===== src/lpms_defines.vh =====
`ifndef LPMS_DEFINES_VH
`define LPMS_DEFINES_VH

// mode selection values
`define LPMS_MODE_STANDBY      1'b0
`define LPMS_MODE_HALT         1'b1

// flush hold of the system clock, in system clock cycles
`define LPMS_FLUSH_SHORT       18'h00020
`define LPMS_FLUSH_LONG        18'h00040

// idle instruction to clock output low, system clock cycles
`define LPMS_CLKOUT_MIN        18'h00020
`define LPMS_CLKOUT_MAX        18'h0002d

// resume latencies in system clock cycles
`define LPMS_STBY_RESUME       18'h00064
`define LPMS_STBY_RESUME_SLEEP 18'h00465
`define LPMS_HALT_RESUME_SLEEP 18'h00465
`define LPMS_HALT_RESUME_RAM   18'h00023

// pll lock wait in oscillator clock cycles
`define LPMS_PLL_LOCK          131072

// wake qualification extra oscillator cycles
`define LPMS_QUAL_EXTRA        7'h02

// oscillator cycles after idle before a wake may count
`define LPMS_WAKE_GUARD        3'h4

// default system clock cycles per oscillator clock cycle
`define LPMS_OSC_DIV           10

`endif


===== src/lpms_timer.v =====
`timescale 1ns/10ps
`default_nettype none

// loadable down counter; done_out pulses after the last decrement
module lpms_timer #(
    parameter WIDTH = 18
) (
    input  wire             clk_in,
    input  wire             rst_in,
    input  wire             load_in,
    input  wire [WIDTH-1:0] value_in,
    input  wire             tick_in,
    output reg  [WIDTH-1:0] count_out,
    output reg              done_out
);

    always @(posedge clk_in)
    begin
        if (rst_in)
        begin
            count_out <= {WIDTH{1'b0}};
            done_out  <= 1'b0;
        end
        else if (load_in)
        begin
            count_out <= value_in;
            done_out  <= 1'b0;
        end
        else if (tick_in && (count_out != {WIDTH{1'b0}}))
        begin
            count_out <= count_out - {{(WIDTH-1){1'b0}}, 1'b1};
            done_out  <= (count_out == {{(WIDTH-1){1'b0}}, 1'b1});
        end
        else
        begin
            done_out  <= 1'b0;
        end
    end

endmodule // lpms_timer

`default_nettype wire


===== src/lpms_sequencer.v =====
// Notes on behaviour
// - clock output low 32 to 45 cycles after idle
// - standby holds system clock 32 or 64 cycles
// - standby stops peripherals, pll and watchdog run
// - standby resume within 100 or 1125 cycles
// - latency measured to instruction after idle
// - halt holds clock, then stops crystal oscillator, core
// - halt stops peripherals, pll, crystal oscillator
// - low wake pin restarts oscillator in halt
// - wait 131072 oscillator cycles for pll lock
// - halt resume within 1125 or 35 cycles
// - clocks back on, then wake interrupt if enabled
// - standby wake qualified count plus 2 cycles
`timescale 1ns/10ps
`default_nettype none
`include "lpms_defines.vh"

module lpms_sequencer #(
    parameter [31:0] PLL_LOCK_CYCLES = `LPMS_PLL_LOCK,
    parameter [31:0] OSC_DIV         = `LPMS_OSC_DIV
) (
    input  wire       clk_in,
    input  wire       rst_in,
    input  wire       idle_exec_in,
    input  wire       lowpower_mode_in,
    input  wire       input_clock_halving_in,
    input  wire       wake_qualify_enable_in,
    input  wire [5:0] standby_wake_qualify_count_in,
    input  wire       flash_sleep_in,
    input  wire       crystal_source_in,
    input  wire       wake_irq_enable_in,
    input  wire       wake_pin_in,
    input  wire       external_reset_pin_n_in,
    input  wire       osc_stable_in,
    output reg        clock_output_pin_out,
    output reg        system_clock_en_out,
    output reg        core_clock_input_en_out,
    output reg        periph_clock_en_out,
    output reg        pll_enable_out,
    output reg        osc_enable_out,
    output reg        resume_out,
    output reg        wake_irq_out,
    output reg        lowpower_active_out
);

    localparam [6:0] ST_RUN     = 7'h01;
    localparam [6:0] ST_FLUSH   = 7'h02;
    localparam [6:0] ST_STBY    = 7'h04;
    localparam [6:0] ST_HALT    = 7'h08;
    localparam [6:0] ST_OSCWAIT = 7'h10;
    localparam [6:0] ST_LOCK    = 7'h20;
    localparam [6:0] ST_RESUME  = 7'h40;
    localparam [31:0] DIV_FULL = OSC_DIV - 32'h1;
    localparam [17:0] LOCK_LEN = PLL_LOCK_CYCLES[17:0];
    localparam [7:0]  DIV_LAST = DIV_FULL[7:0];

    reg  [6:0]  state_q;
    reg         mode_q;
    reg  [17:0] flush_len_q;
    reg  [1:0]  wake_sync_q;
    reg  [1:0]  rst_sync_q;
    reg  [1:0]  stable_sync_q;
    reg  [7:0]  div_q;
    reg         osc_tick_q;
    reg  [2:0]  guard_q;
    reg  [6:0]  qual_q;
    reg         load_q;
    reg  [17:0] load_val_q;
    wire [17:0] tmr_count;
    wire        tmr_done;
    wire        tmr_tick;
    wire        wake_low;
    wire        xrs_low;
    wire        guard_done;
    wire        wake_qualified;

    // pins pass two flops before use
    always @(posedge clk_in)
    begin
        if (rst_in)
        begin
            wake_sync_q   <= 2'h3;
            rst_sync_q    <= 2'h3;
            stable_sync_q <= 2'h0;
        end
        else
        begin
            wake_sync_q   <= {wake_sync_q[0], wake_pin_in};
            rst_sync_q    <= {rst_sync_q[0], external_reset_pin_n_in};
            stable_sync_q <= {stable_sync_q[0], osc_stable_in};
        end
    end

    assign wake_low = ~wake_sync_q[1];
    assign xrs_low  = ~rst_sync_q[1];

    // oscillator clock tick, absent while the oscillator is off
    always @(posedge clk_in)
    begin
        if (rst_in)
        begin
            div_q      <= 8'h00;
            osc_tick_q <= 1'b0;
        end
        else if (!osc_enable_out)
        begin
            div_q      <= 8'h00;
            osc_tick_q <= 1'b0;
        end
        else
        begin
            osc_tick_q <= (div_q == DIV_LAST);
            div_q      <= (div_q == DIV_LAST) ? 8'h00 : div_q + 8'h01;
        end
    end

    // wake guard from idle, and standby wake qualification
    always @(posedge clk_in)
    begin
        if (rst_in || (state_q == ST_RUN))
        begin
            guard_q <= 3'h0;
        end
        else if (osc_tick_q && !guard_done)
        begin
            guard_q <= guard_q + 3'h1;
        end
    end

    assign guard_done = (guard_q >= `LPMS_WAKE_GUARD);

    always @(posedge clk_in)
    begin
        if (rst_in || !wake_low || (state_q != ST_STBY))
        begin
            qual_q <= 7'h00;
        end
        else if (osc_tick_q && (qual_q != 7'h7f))
        begin
            qual_q <= qual_q + 7'h01;
        end
    end

    assign wake_qualified = wake_qualify_enable_in ?
        (qual_q >= ({1'b0, standby_wake_qualify_count_in} +
                    `LPMS_QUAL_EXTRA)) : wake_low;

    // lock wait counts oscillator cycles, all else system cycles
    assign tmr_tick = (state_q == ST_LOCK) ? osc_tick_q : 1'b1;

    lpms_timer #(
        .WIDTH(18)
    ) u_timer (
        .clk_in    (clk_in),
        .rst_in    (rst_in),
        .load_in   (load_q),
        .value_in  (load_val_q),
        .tick_in   (tmr_tick),
        .count_out (tmr_count),
        .done_out  (tmr_done)
    );

    always @(posedge clk_in)
    begin
        if (rst_in)
        begin
            state_q                 <= ST_RUN;
            mode_q                  <= `LPMS_MODE_STANDBY;
            flush_len_q             <= `LPMS_FLUSH_SHORT;
            load_q                  <= 1'b0;
            load_val_q              <= 18'h00000;
            clock_output_pin_out    <= 1'b1;
            system_clock_en_out     <= 1'b1;
            core_clock_input_en_out <= 1'b1;
            periph_clock_en_out     <= 1'b1;
            pll_enable_out          <= 1'b1;
            osc_enable_out          <= 1'b1;
            resume_out              <= 1'b0;
            wake_irq_out            <= 1'b0;
            lowpower_active_out     <= 1'b0;
        end
        else
        begin
            load_q       <= 1'b0;
            resume_out   <= 1'b0;
            wake_irq_out <= 1'b0;
            case (state_q)
                ST_RUN:
                begin
                    if (idle_exec_in)
                    begin
                        mode_q              <= lowpower_mode_in;
                        flush_len_q         <= input_clock_halving_in ?
                            `LPMS_FLUSH_LONG : `LPMS_FLUSH_SHORT;
                        load_val_q          <= input_clock_halving_in ?
                            `LPMS_FLUSH_LONG : `LPMS_FLUSH_SHORT;
                        load_q              <= 1'b1;
                        lowpower_active_out <= 1'b1;
                        state_q             <= ST_FLUSH;
                    end
                end
                ST_FLUSH:
                begin
                    if (!load_q &&
                        (tmr_count <= flush_len_q - `LPMS_CLKOUT_MIN))
                    begin
                        clock_output_pin_out <= 1'b0;
                    end
                    if (tmr_done)
                    begin
                        system_clock_en_out     <= 1'b0;
                        core_clock_input_en_out <= 1'b0;
                        periph_clock_en_out     <= 1'b0;
                        if (mode_q == `LPMS_MODE_HALT)
                        begin
                            pll_enable_out <= 1'b0;
                            osc_enable_out <= ~crystal_source_in;
                            state_q        <= ST_HALT;
                        end
                        else
                        begin
                            state_q <= ST_STBY;
                        end
                    end
                end
                ST_STBY:
                begin
                    if (guard_done && wake_qualified)
                    begin
                        system_clock_en_out     <= 1'b1;
                        core_clock_input_en_out <= 1'b1;
                        periph_clock_en_out     <= 1'b1;
                        clock_output_pin_out    <= 1'b1;
                        load_val_q              <= flash_sleep_in ?
                            `LPMS_STBY_RESUME_SLEEP :
                            `LPMS_STBY_RESUME;
                        load_q                  <= 1'b1;
                        state_q                 <= ST_RESUME;
                    end
                end
                ST_HALT:
                begin
                    if (guard_done && (wake_low || xrs_low))
                    begin
                        osc_enable_out <= 1'b1;
                        state_q        <= ST_OSCWAIT;
                    end
                end
                ST_OSCWAIT:
                begin
                    if (stable_sync_q[1])
                    begin
                        pll_enable_out <= 1'b1;
                        load_val_q     <= LOCK_LEN;
                        load_q         <= 1'b1;
                        state_q        <= ST_LOCK;
                    end
                end
                ST_LOCK:
                begin
                    if (tmr_done)
                    begin
                        system_clock_en_out     <= 1'b1;
                        core_clock_input_en_out <= 1'b1;
                        periph_clock_en_out     <= 1'b1;
                        clock_output_pin_out    <= 1'b1;
                        load_val_q              <= flash_sleep_in ?
                            `LPMS_HALT_RESUME_SLEEP :
                            `LPMS_HALT_RESUME_RAM;
                        load_q                  <= 1'b1;
                        state_q                 <= ST_RESUME;
                    end
                end
                ST_RESUME:
                begin
                    if (tmr_done)
                    begin
                        resume_out          <= 1'b1;
                        wake_irq_out        <= wake_irq_enable_in;
                        lowpower_active_out <= 1'b0;
                        state_q             <= ST_RUN;
                    end
                end
                default:
                begin
                    state_q <= ST_RUN;
                end
            endcase
        end
    end

endmodule // lpms_sequencer

`default_nettype wire


===== config.mk =====
export PLATFORM = sky130hd
export DESIGN_NAME = lpms_sequencer
export DESIGN_NICKNAME = d
export VERILOG_FILES = /design/src/lpms_timer.v /design/src/lpms_sequencer.v
export VERILOG_INCLUDE_DIRS = /design/src
export SDC_FILE = /design/constraint.sdc
export NUM_CORES = 1
export LEC_CHECK = 0
export BUFFER_PORTS_ARGS = -buffer_cell sky130_fd_sc_hd__buf_2
export CORE_AREA = 2 2 111 113
export CTS_CLUSTER_DIAMETER = 40
export CTS_CLUSTER_SIZE = 30
export DETAILED_ROUTE_END_ITERATION = 10
export DIE_AREA = 0 0 113 115
export SLEW_MARGIN = 25
export SYNTH_ARGS = -nofsm -noshare
export SYNTH_HDL_FRONTEND = slang
export SYNTH_HIERARCHICAL = 1
export SYNTH_SLANG_ARGS = --single-unit
export TNS_END_PERCENT = 100

===== constraint.sdc =====
create_clock -name clk_in -period 3.59 [get_ports clk_in]
set_clock_uncertainty 0.05 [all_clocks]
set_input_delay 0.718 -clock clk_in [delete_from_list [all_inputs] [get_ports clk_in]]
set_output_delay 0.718 -clock clk_in [all_outputs]
set_load 0.01 [all_outputs]

* Word level (Yosys, flattened, before mapping)
Index checks and enable logic that the tools add are counted.
Word-level totals: input port bits 18, output and inout bits 9, word-level logic and storage cells 131, register bits 96
Cells by class: bitwise operators 7, reductions and logical operators 32, add/sub/neg operators 6, $lt $le $gt $ge 3, eq/ne operators 20, muxes and demuxes 42
Operator list (count):
- 18-bit two-way mux | 6
- 18-bit case mux with 4 select lines | 1
- 7-bit two-way mux | 8
- 7-bit case mux with 7 select lines | 1
- 11-bit two-way mux | 2
- 18-bit by 1-bit == test with 1-bit output, second input constant | 1
- 18-bit <= comparator | 1
- 18-bit nonzero test | 1
- 18-bit by 1-bit subtractor with 18-bit output, second input constant | 1
- 18-bit by 6-bit subtractor with 18-bit output, second input constant | 1
- 1-bit two-way mux | 17
- 4-bit AND reduction | 4
- 2-bit inequality test, second input constant | 6
- 3-bit OR reduction | 3
- 8-bit by 1-bit adder with 8-bit output, second input constant | 1
- 8-bit by 4-bit == test with 1-bit output, second input constant | 1
- 2-bit nonzero test | 4
- 6-bit by 2-bit adder with 7-bit output, second input constant | 1
- 7-bit by 1-bit adder with 7-bit output, second input constant | 1
- 7-bit by 1-bit == test with 1-bit output, second input constant | 1
- 7-bit by 2-bit == test with 1-bit output, second input constant | 1
- 7-bit by 3-bit == test with 1-bit output, second input constant | 1
- 7-bit by 4-bit == test with 1-bit output, second input constant | 1
- 7-bit by 5-bit == test with 1-bit output, second input constant | 1
- 23 further kinds | 44

* Depth between registers and ports, before layout
Gate-level depths: netlist of the first run.
depth after elaboration 6, mapped depth 10, gate-level depth less buffers 9

* By module
Netlist of the first run, hierarchy kept.
By module, submodules not included:
- lpms_sequencer | sequential area each 1001.0 um^2, cells each 322, area each 2826.5 um^2, instances 1
- lpms_timer | sequential area each 380.4 um^2, cells each 159, area each 1255.0 um^2, instances 1

* Worst setup path before layout of the first run
Ideal clock, no wire load.
path kind register to register, start reg state_q[2], end reg u_timer.count_out[13], arrival time 2.781 ns, path buffers 2, setup time 0.091 ns, setup slack 0.668 ns, stages on the path, launching flop included 10, data required time 3.449 ns, clock period less this slack 2.922 ns, path through dfxtp_1 clkbuf_1 or3_1 clkbuf_1 nor4_2 nand2_1 or4b_1 or4_4 or4_1 a311oi_1
On the way: longest elaborated chain between the ends 4
Ends and longest elaborated chain:
- start, declared | RTL line lpms_sequencer.v:57 | reg [6:0] state_q;
- start signal, assigned | RTL line lpms_sequencer.v:167 | state_q <= ST_RUN;
- start signal, assigned | RTL line lpms_sequencer.v:199 | state_q <= ST_FLUSH;
- start signal, assigned | RTL line lpms_sequencer.v:218 | state_q <= ST_HALT;
- 7-bit by 6-bit == test with 1-bit output | RTL line lpms_sequencer.v:149 | assign tmr_tick = (state_q == ST_LOCK) ? osc_tick_q : 1'b1;
- 1-bit two-way mux | RTL line lpms_sequencer.v:149
- via tmr_tick | RTL line lpms_sequencer.v:71 | wire tmr_tick;
- 1-bit logical AND | RTL line lpms_timer.v:29 | else if (tick_in && (count_out != {WIDTH{1'b0}}))
- 2-bit nonzero test (no source line)
- end signal, assigned | RTL line lpms_timer.v:21 | count_out <= {WIDTH{1'b0}};
- end signal, assigned | RTL line lpms_timer.v:26 | count_out <= value_in;
- end signal, assigned | RTL line lpms_timer.v:31 | count_out <= count_out - {{(WIDTH-1){1'b0}}, 1'b1};
- end, declared | RTL line lpms_timer.v:13 | output reg [WIDTH-1:0] count_out,
The timed path passes the listed nets, and every way through them passes these cells. A chain may end at the register's enable or synchronous reset.

* Worst setup path after layout of the first run
start reg state_q[1], end reg u_timer.count_out[13]
The elaborated chain is that of the path after synthesis.

==> results of run 1 <==
state kept, by name, indices dropped and copies added (netlist names):
| name | flops |
|---|---|
| clock_output_pin_out | 1 |
| mode_q | 1 |
| load_val_q | 7 |
| qual_q | 7 |
| u_timer/done_out | 1 |
| resume_out | 1 |
| guard_q | 3 |
| periph_clock_en_out | 1 |
| flush_len_q | 2 |
| osc_tick_q | 1 |
| lowpower_active_out | 1 |
| div_q | 8 |
| rst_sync_q | 2 |
| u_timer/count_out | 18 |
| osc_enable_out | 1 |
| stable_sync_q | 2 |
| wake_irq_out | 1 |
| pll_enable_out | 1 |
| state_q | 7 |
| wake_sync_q | 2 |
| load_q | 1 |
critical path: cells and delay by family (launching register included):
| family | cells | cell delay (ps) |
|---|---|---|
| compound gates | 1 | 270 |
| flops | 1 | 570 |
| simple gates | 6 | 2080 |
stage by stage:
stage               hold slack [ps]  power (mW)
floorplan                       339        1.85
CTS                             360        3.00
global placement                342        2.08
global route                    374        3.21
detailed placement              343        2.11
finish                          359        3.00
synthesized netlist by cell type (7+ instances only):
master / count / share of area [%]
dfxtp_1: 69 / 34
nor2_1: 51 / 4.7
ha_1: 29 / 8.9
nand2_1: 29 / 2.7
inv_1: 26 / 2.4
clkbuf_1: 22 / 2.0
a21oi_1: 20 / 2.5
nand3_1: 19 / 2.3
o21ai_0: 13 / 1.6
xor2_1: 13 / 2.8
nor3_1: 12 / 1.5
a2111oi_0: 9 / 1.9
nand4_1: 9 / 1.4
or3_1: 9 / 1.4
and3_1: 8 / 1.2
nor4_1: 8 / 1.2
a311oi_1: 7 / 1.5
nand3b_1: 7 / 1.3
or4_1: 7 / 1.3
layer usage:
layer | vias to the layer above | wire length, um | global-route usage [%]
met5 | - | 0 | 0
met4 | 0 | 186 | 6.42
met3 | 16 | 313 | 2.85
met2 | 58 | 4710 | 25.7
met1 | 1692 | 4370 | 18.8
li1 | 1845 | - | -
power breakdown:
part | internal [mW] | switching (mW)
Sequential | 0.871 | 0.165
Clock | 0.492 | 0.389
Combinational | 0.447 | 0.631
cell families (layout without fill, tap and decap cells):
kind of cell | Yosys count | in the layout | share of synthesized area [%]
AND/OR/NAND/NOR | 206 | 206 | 28.4
AO/OA/AOI/OAI | 101 | 101 | 18.8
flip-flops | 69 | 69 | 33.8
buffers and inverters | 53 | 75 | 5.09
adder cells (fa/ha/maj) | 29 | 29 | 8.89
XOR/XNOR | 18 | 18 | 3.86
multiplexers | 4 | 4 | 0.981
other | 1 | 11 | 0.0919
final cells by class:
cell class / count / area (sq um)
Clock buffer: 9 / 225
Clock inverter: 7 / 70.1
Fill cell: 1195 / 7140
Inverter: 27 / 101
Multi-Input combinational cell: 369 / 2530
Sequential cell: 69 / 1380
Tap cell: 147 / 184
Timing Repair Buffer: 32 / 175
worst max path at each step:
stage,cells after the start,end,slack (ps)
global placement,7,u_timer/count_out[13],690
detailed placement,7,u_timer/count_out[13],560
finish,7,u_timer/count_out[13],530
global route,7,u_timer/count_out[13],320
floorplan,9,u_timer/count_out[13],670
CTS,7,u_timer/count_out[13],540
==> results.md, run 1 <==
* Setup Viol. Count Final at 0
* Worst Path Arrival at 3260 ps
* Seq/Total Area, Yosys at 33.8%
* Final Non-Filler Cells at 660
* CP startpoint: state_q[1]
* Syn Area/Cell at 8.49 sq um
* Worst path cell trace: or3_1 -> nor4_2 -> nand2_1 -> or4b_1 -> or4_4 -> or4_1 -> a311oi_1
* Die width at 113 um
* Fin crit share at 85.3%
* EDFF count, synth at 0
* Share of layout cells above drive strength 1 at 12.9%
* RSZ-0062 raised after global routing: false
* Pwr dens at 642 nW/um^2
* Reg clk slew, reported paths at 70 ps
* CP endpoint kind: flip-flop
* Worst r2r src: state_q[1]
* H-tree depth at 3
* Setup Fix Bufs, Post-CTS at 0
* Post-synth ARST share at 0%
* Worst stage delay on the critical path at 570 ps
* DP Worst Slack at 556 ps
* Setup ws final at 526 ps
* CTS tree: done
* Synth unique cells at 69
* Setup Crit Path Kind: flip-flop to flip-flop
* Worst Hold Launch: wake_sync_q[0]
* # hold bufs at CTS at 0
* Syn Std Cell Area at 4080 sq um
* #FFs+latches synth at 69
* Via count at 3,611
* Area delta synth->final at 14.3%
* ANT cells at 0
* R2R cell count at 7
* Setup_tns at 0 ps
* Longest Clk Path Bufs at 2
* Port bufs at 26
* Detailed Route WL at 9580 um
* Status: complete, no violations
* Yosys warns at 6
* Overflow left after global routing at 0
* Cells after Synth at 481
* Post-route minimum period at 3060 ps
* Slowest CP cell: dfxtp_1
* Post-layout instance area at 4670 sq um
* Fin. Hold Viols at 0
* Dpl hpwl at 7110 um
* Final Max Tran Viols at 0
* Worst R2R End: u_timer/count_out[13]
* Largest net degree at the start of global routing at 29
* Slack of the worst reg-to-reg path at 530 ps
* Data required, critical path at 3780 ps
* Most frequent cells in the layout: 69 x dfxtp_1, 51 x nor2_1, 29 x nand2_1, 29 x ha_1
* Clock latency on the worst-skew pair at 340 ps
* Worst relative slew slack at 49.2%
* CTS buffer count at 9
* Site row count at 40
* Most common cell after layout, fill and taps aside: dfxtp_1
* Initial drt markers at 133
* LEAKAGE at 1.83 nW
* DRT Pass-1 Iters at 4
* IR drop worst, VDD at 0.000260 V
* Hold Crit Class: flip-flop to flip-flop
* Hold EP: wake_sync_q[1]
* Wirelength per Cell at 14.5 um
* Max_cap viols at 0
* Clock Sinks at 69
* Die area at 13,000 sq um
* Gr usage total at 15.1%
* # nets final at 555
* Final Core Density at 39.5%
* Die Height at 115 um
* CP Max Fanout at 13
* First-pass GRT wire length at 16,000 um
* Gpl congestion at 0.880
* Vias in the first global route at 3,342
* Fmax achieved at 326 MHz
* Top FF cell, synth: dfxtp_1
* ANT nets after route at 0
* Initial cell density of the core at 34.6%
* Placed Cells at 644
* Core area at 11,800 sq um
* I/O pin total at 27
* Hold path cells at 1
* Initial antenna violation count at 0
* PostCTS Resize Cnt at 0
* DRC violations left at 0
* Post-DR vias/cell at 5.47
* Root Driver: clkbuf_16
* Crit path launch type: flip-flop
* Worst slew pin tran at 751 ps
* Area after DPL at 4370 sq um
(Power assumes the default switching activity.)
==> run 2: changes to the inputs <==
--- a/config.mk
+++ b/config.mk
@@ -7,11 +7,12 @@
 export NUM_CORES = 1
 export LEC_CHECK = 0
 export BUFFER_PORTS_ARGS = -buffer_cell sky130_fd_sc_hd__buf_2
-export CORE_AREA = 2 2 111 113
+export CORE_AREA = 2 2 95 97
 export CTS_CLUSTER_DIAMETER = 40
 export CTS_CLUSTER_SIZE = 30
 export DETAILED_ROUTE_END_ITERATION = 10
-export DIE_AREA = 0 0 113 115
+export DIE_AREA = 0 0 97 99
+export PLACE_DENSITY = 0.65
 export SLEW_MARGIN = 25
 export SYNTH_ARGS = -nofsm -noshare
 export SYNTH_HDL_FRONTEND = slang
==> run 2 against run 1 <==
Sequential power about the same; die area decreased by 26%; global-route usage rose by 5.1 points; maximum frequency is 4.7% lower; sequential share of layout area grew 0.86 points; cell count shrank 5.6%; non-clock buffer count rose by 2; critical endpoint unchanged; largest power group unchanged.
==> results.md, run 2 (synthesis gave the netlist of run 1 again) <==
* Status: complete, no violations
* Worst relative slew slack at 46.2%
* ANT nets after route at 0
* Dpl hpwl at 6840 um
* Post-route minimum period at 3220 ps
* Wirelength per Cell at 15.2 um
* Setup Crit Path Kind: flip-flop to flip-flop
* Max_cap viols at 0
* # nets final at 557
* Clock Sinks at 69
* Clock latency on the worst-skew pair at 360 ps
* Die area at 9600 sq um
* Initial drt markers at 111
* Post-DR vias/cell at 5.77
* Final Max Tran Viols at 0
* Vias in the first global route at 3,402
* CP endpoint kind: flip-flop
* Reg clk slew, reported paths at 80 ps
* CP Buf/Inv Count at 1
* Port bufs at 26
* Initial antenna violation count at 0
* Detailed Route WL at 9470 um
* Setup_tns at 0 ps
* Via count at 3,596
* Worst stage delay on the critical path at 580 ps
* Placed Cells at 607
* Final Non-Filler Cells at 623
* # hold bufs at CTS at 0
* Largest reg by FF count: u_timer/count_out
* Worst r2r src: state_q[1]
* Slowest CP cell: dfxtp_1
* CTS buffer count at 9
* Core area at 8550 sq um
* I/O pin total at 27
* Pwr dens at 609 nW/um^2
* Worst Path Arrival at 3420 ps
* Largest regs: u_timer/count_out (18), div_q (8)
* CTS tree: done
* Gpl congestion at 0.921
* Root Driver: clkbuf_8
* IR drop worst, VDD at 0.000234 V
* Longest Clk Path Bufs at 2
* Final Core Density at 53.0%
* Worst Hold Launch: rst_sync_q[0]
* R2R cell count at 8
* Fmax achieved at 311 MHz
* Initial cell density of the core at 47.7%
* DRC violations left at 0
* Setup Fix Bufs, Post-CTS at 0
* Crit path launch type: flip-flop
* Site row count at 34
* Largest net degree at the start of global routing at 51
* Worst slew pin tran at 795 ps
* Hold slack at 367 ps
* Fin. Hold Viols at 0
* ANT cells at 0
* PostCTS Resize Cnt at 0
* Fin crit share at 89.6%
* Setup Viol. Count Final at 0
* Share of layout cells above drive strength 1 at 13.0%
* LEAKAGE at 1.79 nW
* Most frequent cells in the layout: 69 x dfxtp_1, 51 x nor2_1, 29 x nand2_1, 29 x ha_1
* Family with the most delay on the worst path: simple AND/OR/NAND/NOR gates
* Data required, critical path at 3800 ps
* Die Height at 99 um
* First-pass GRT wire length at 16,100 um
* Most common cell after layout, fill and taps aside: dfxtp_1
* Worst R2R End: u_timer/count_out[13]
* Hold path cells at 1
* Gr usage total at 20.2%
* Max reg flops at 18
* CP Max Fanout at 13
* Hold EP: rst_sync_q[1]
* Area delta synth->final at 11.1%
* H-tree depth at 3
* Die width at 97 um
* Overflow left after global routing at 0
* RSZ-0062 raised after global routing: false
* DRT Pass-1 Iters at 5
* Hold Crit Class: flip-flop to flip-flop
* Worst path cell trace: or3_1 -> nor4_2 -> buf_4 -> nand2_1 -> or4b_1 -> or4_4 -> or4_1 -> a311oi_1
* Slack of the worst reg-to-reg path at 370 ps
==> run 2: cell count changes in the layout (fill, tap and decap cells not counted), sizes merged <==
cell,previous run,this run
buf,32,34
bufinv,0,1
clkbuf,9,10
clkinv,1,3
clkinvlp,1,0
inv,32,29
==> run 2: stage by stage <==
| stage | power (mW) | instance area, sq um | setup slack, ps |
|---|---|---|---|
| 5_1_grt | 2.98 | 4540 | 228 |
| 6_report | 2.76 | 4540 | 374 |
| 2_1_floorplan | 1.85 | 4120 | 668 |
| 3_5_place_dp | 2.10 | 4340 | 435 |
| 3_3_place_gp | 2.08 | 4340 | 525 |
| 4_1_cts | 2.76 | 4540 | 384 |
==> run 2: cell type report <==
class,count,area (sq um)
Multi-Input combinational cell,369,2530
Sequential cell,69,1380
Timing Repair Buffer,34,190
Fill cell,805,4020
Clock inverter,6,70.1
Tap cell,108,135
Clock buffer,10,128
Inverter,27,101
==> run 2: worst max path at each step <==
stage / start / end / slack, ps / cells after the start
3_5_place_dp: state_q[1] / u_timer/count_out[13] / 430 / 8
5_1_grt: state_q[1] / u_timer/count_out[13] / 230 / 8
4_1_cts: state_q[1] / u_timer/count_out[13] / 380 / 8
6_report: state_q[1] / u_timer/count_out[13] / 370 / 8
2_1_floorplan: state_q[2] / u_timer/count_out[13] / 670 / 9
3_3_place_gp: state_q[1] / u_timer/count_out[13] / 520 / 8
==> run 2: power breakdown <==
part,switching [mW],internal [mW],total (mW)
Combinational,0.629,0.446,1.07
Sequential,0.157,0.870,1.03
Clock,0.333,0.329,0.661
Total,1.12,1.64,2.76
==> run 2: layer usage <==
| metal | track usage (%) | wire, um | vias up |
|---|---|---|---|
| met5 | 0 | 0 | - |
| met4 | 6.93 | 154 | 0 |
| met3 | 4.11 | 351 | 13 |
| met2 | 35.0 | 4590 | 72 |
| met1 | 25.2 | 4370 | 1677 |
| li1 | - | - | 1834 |
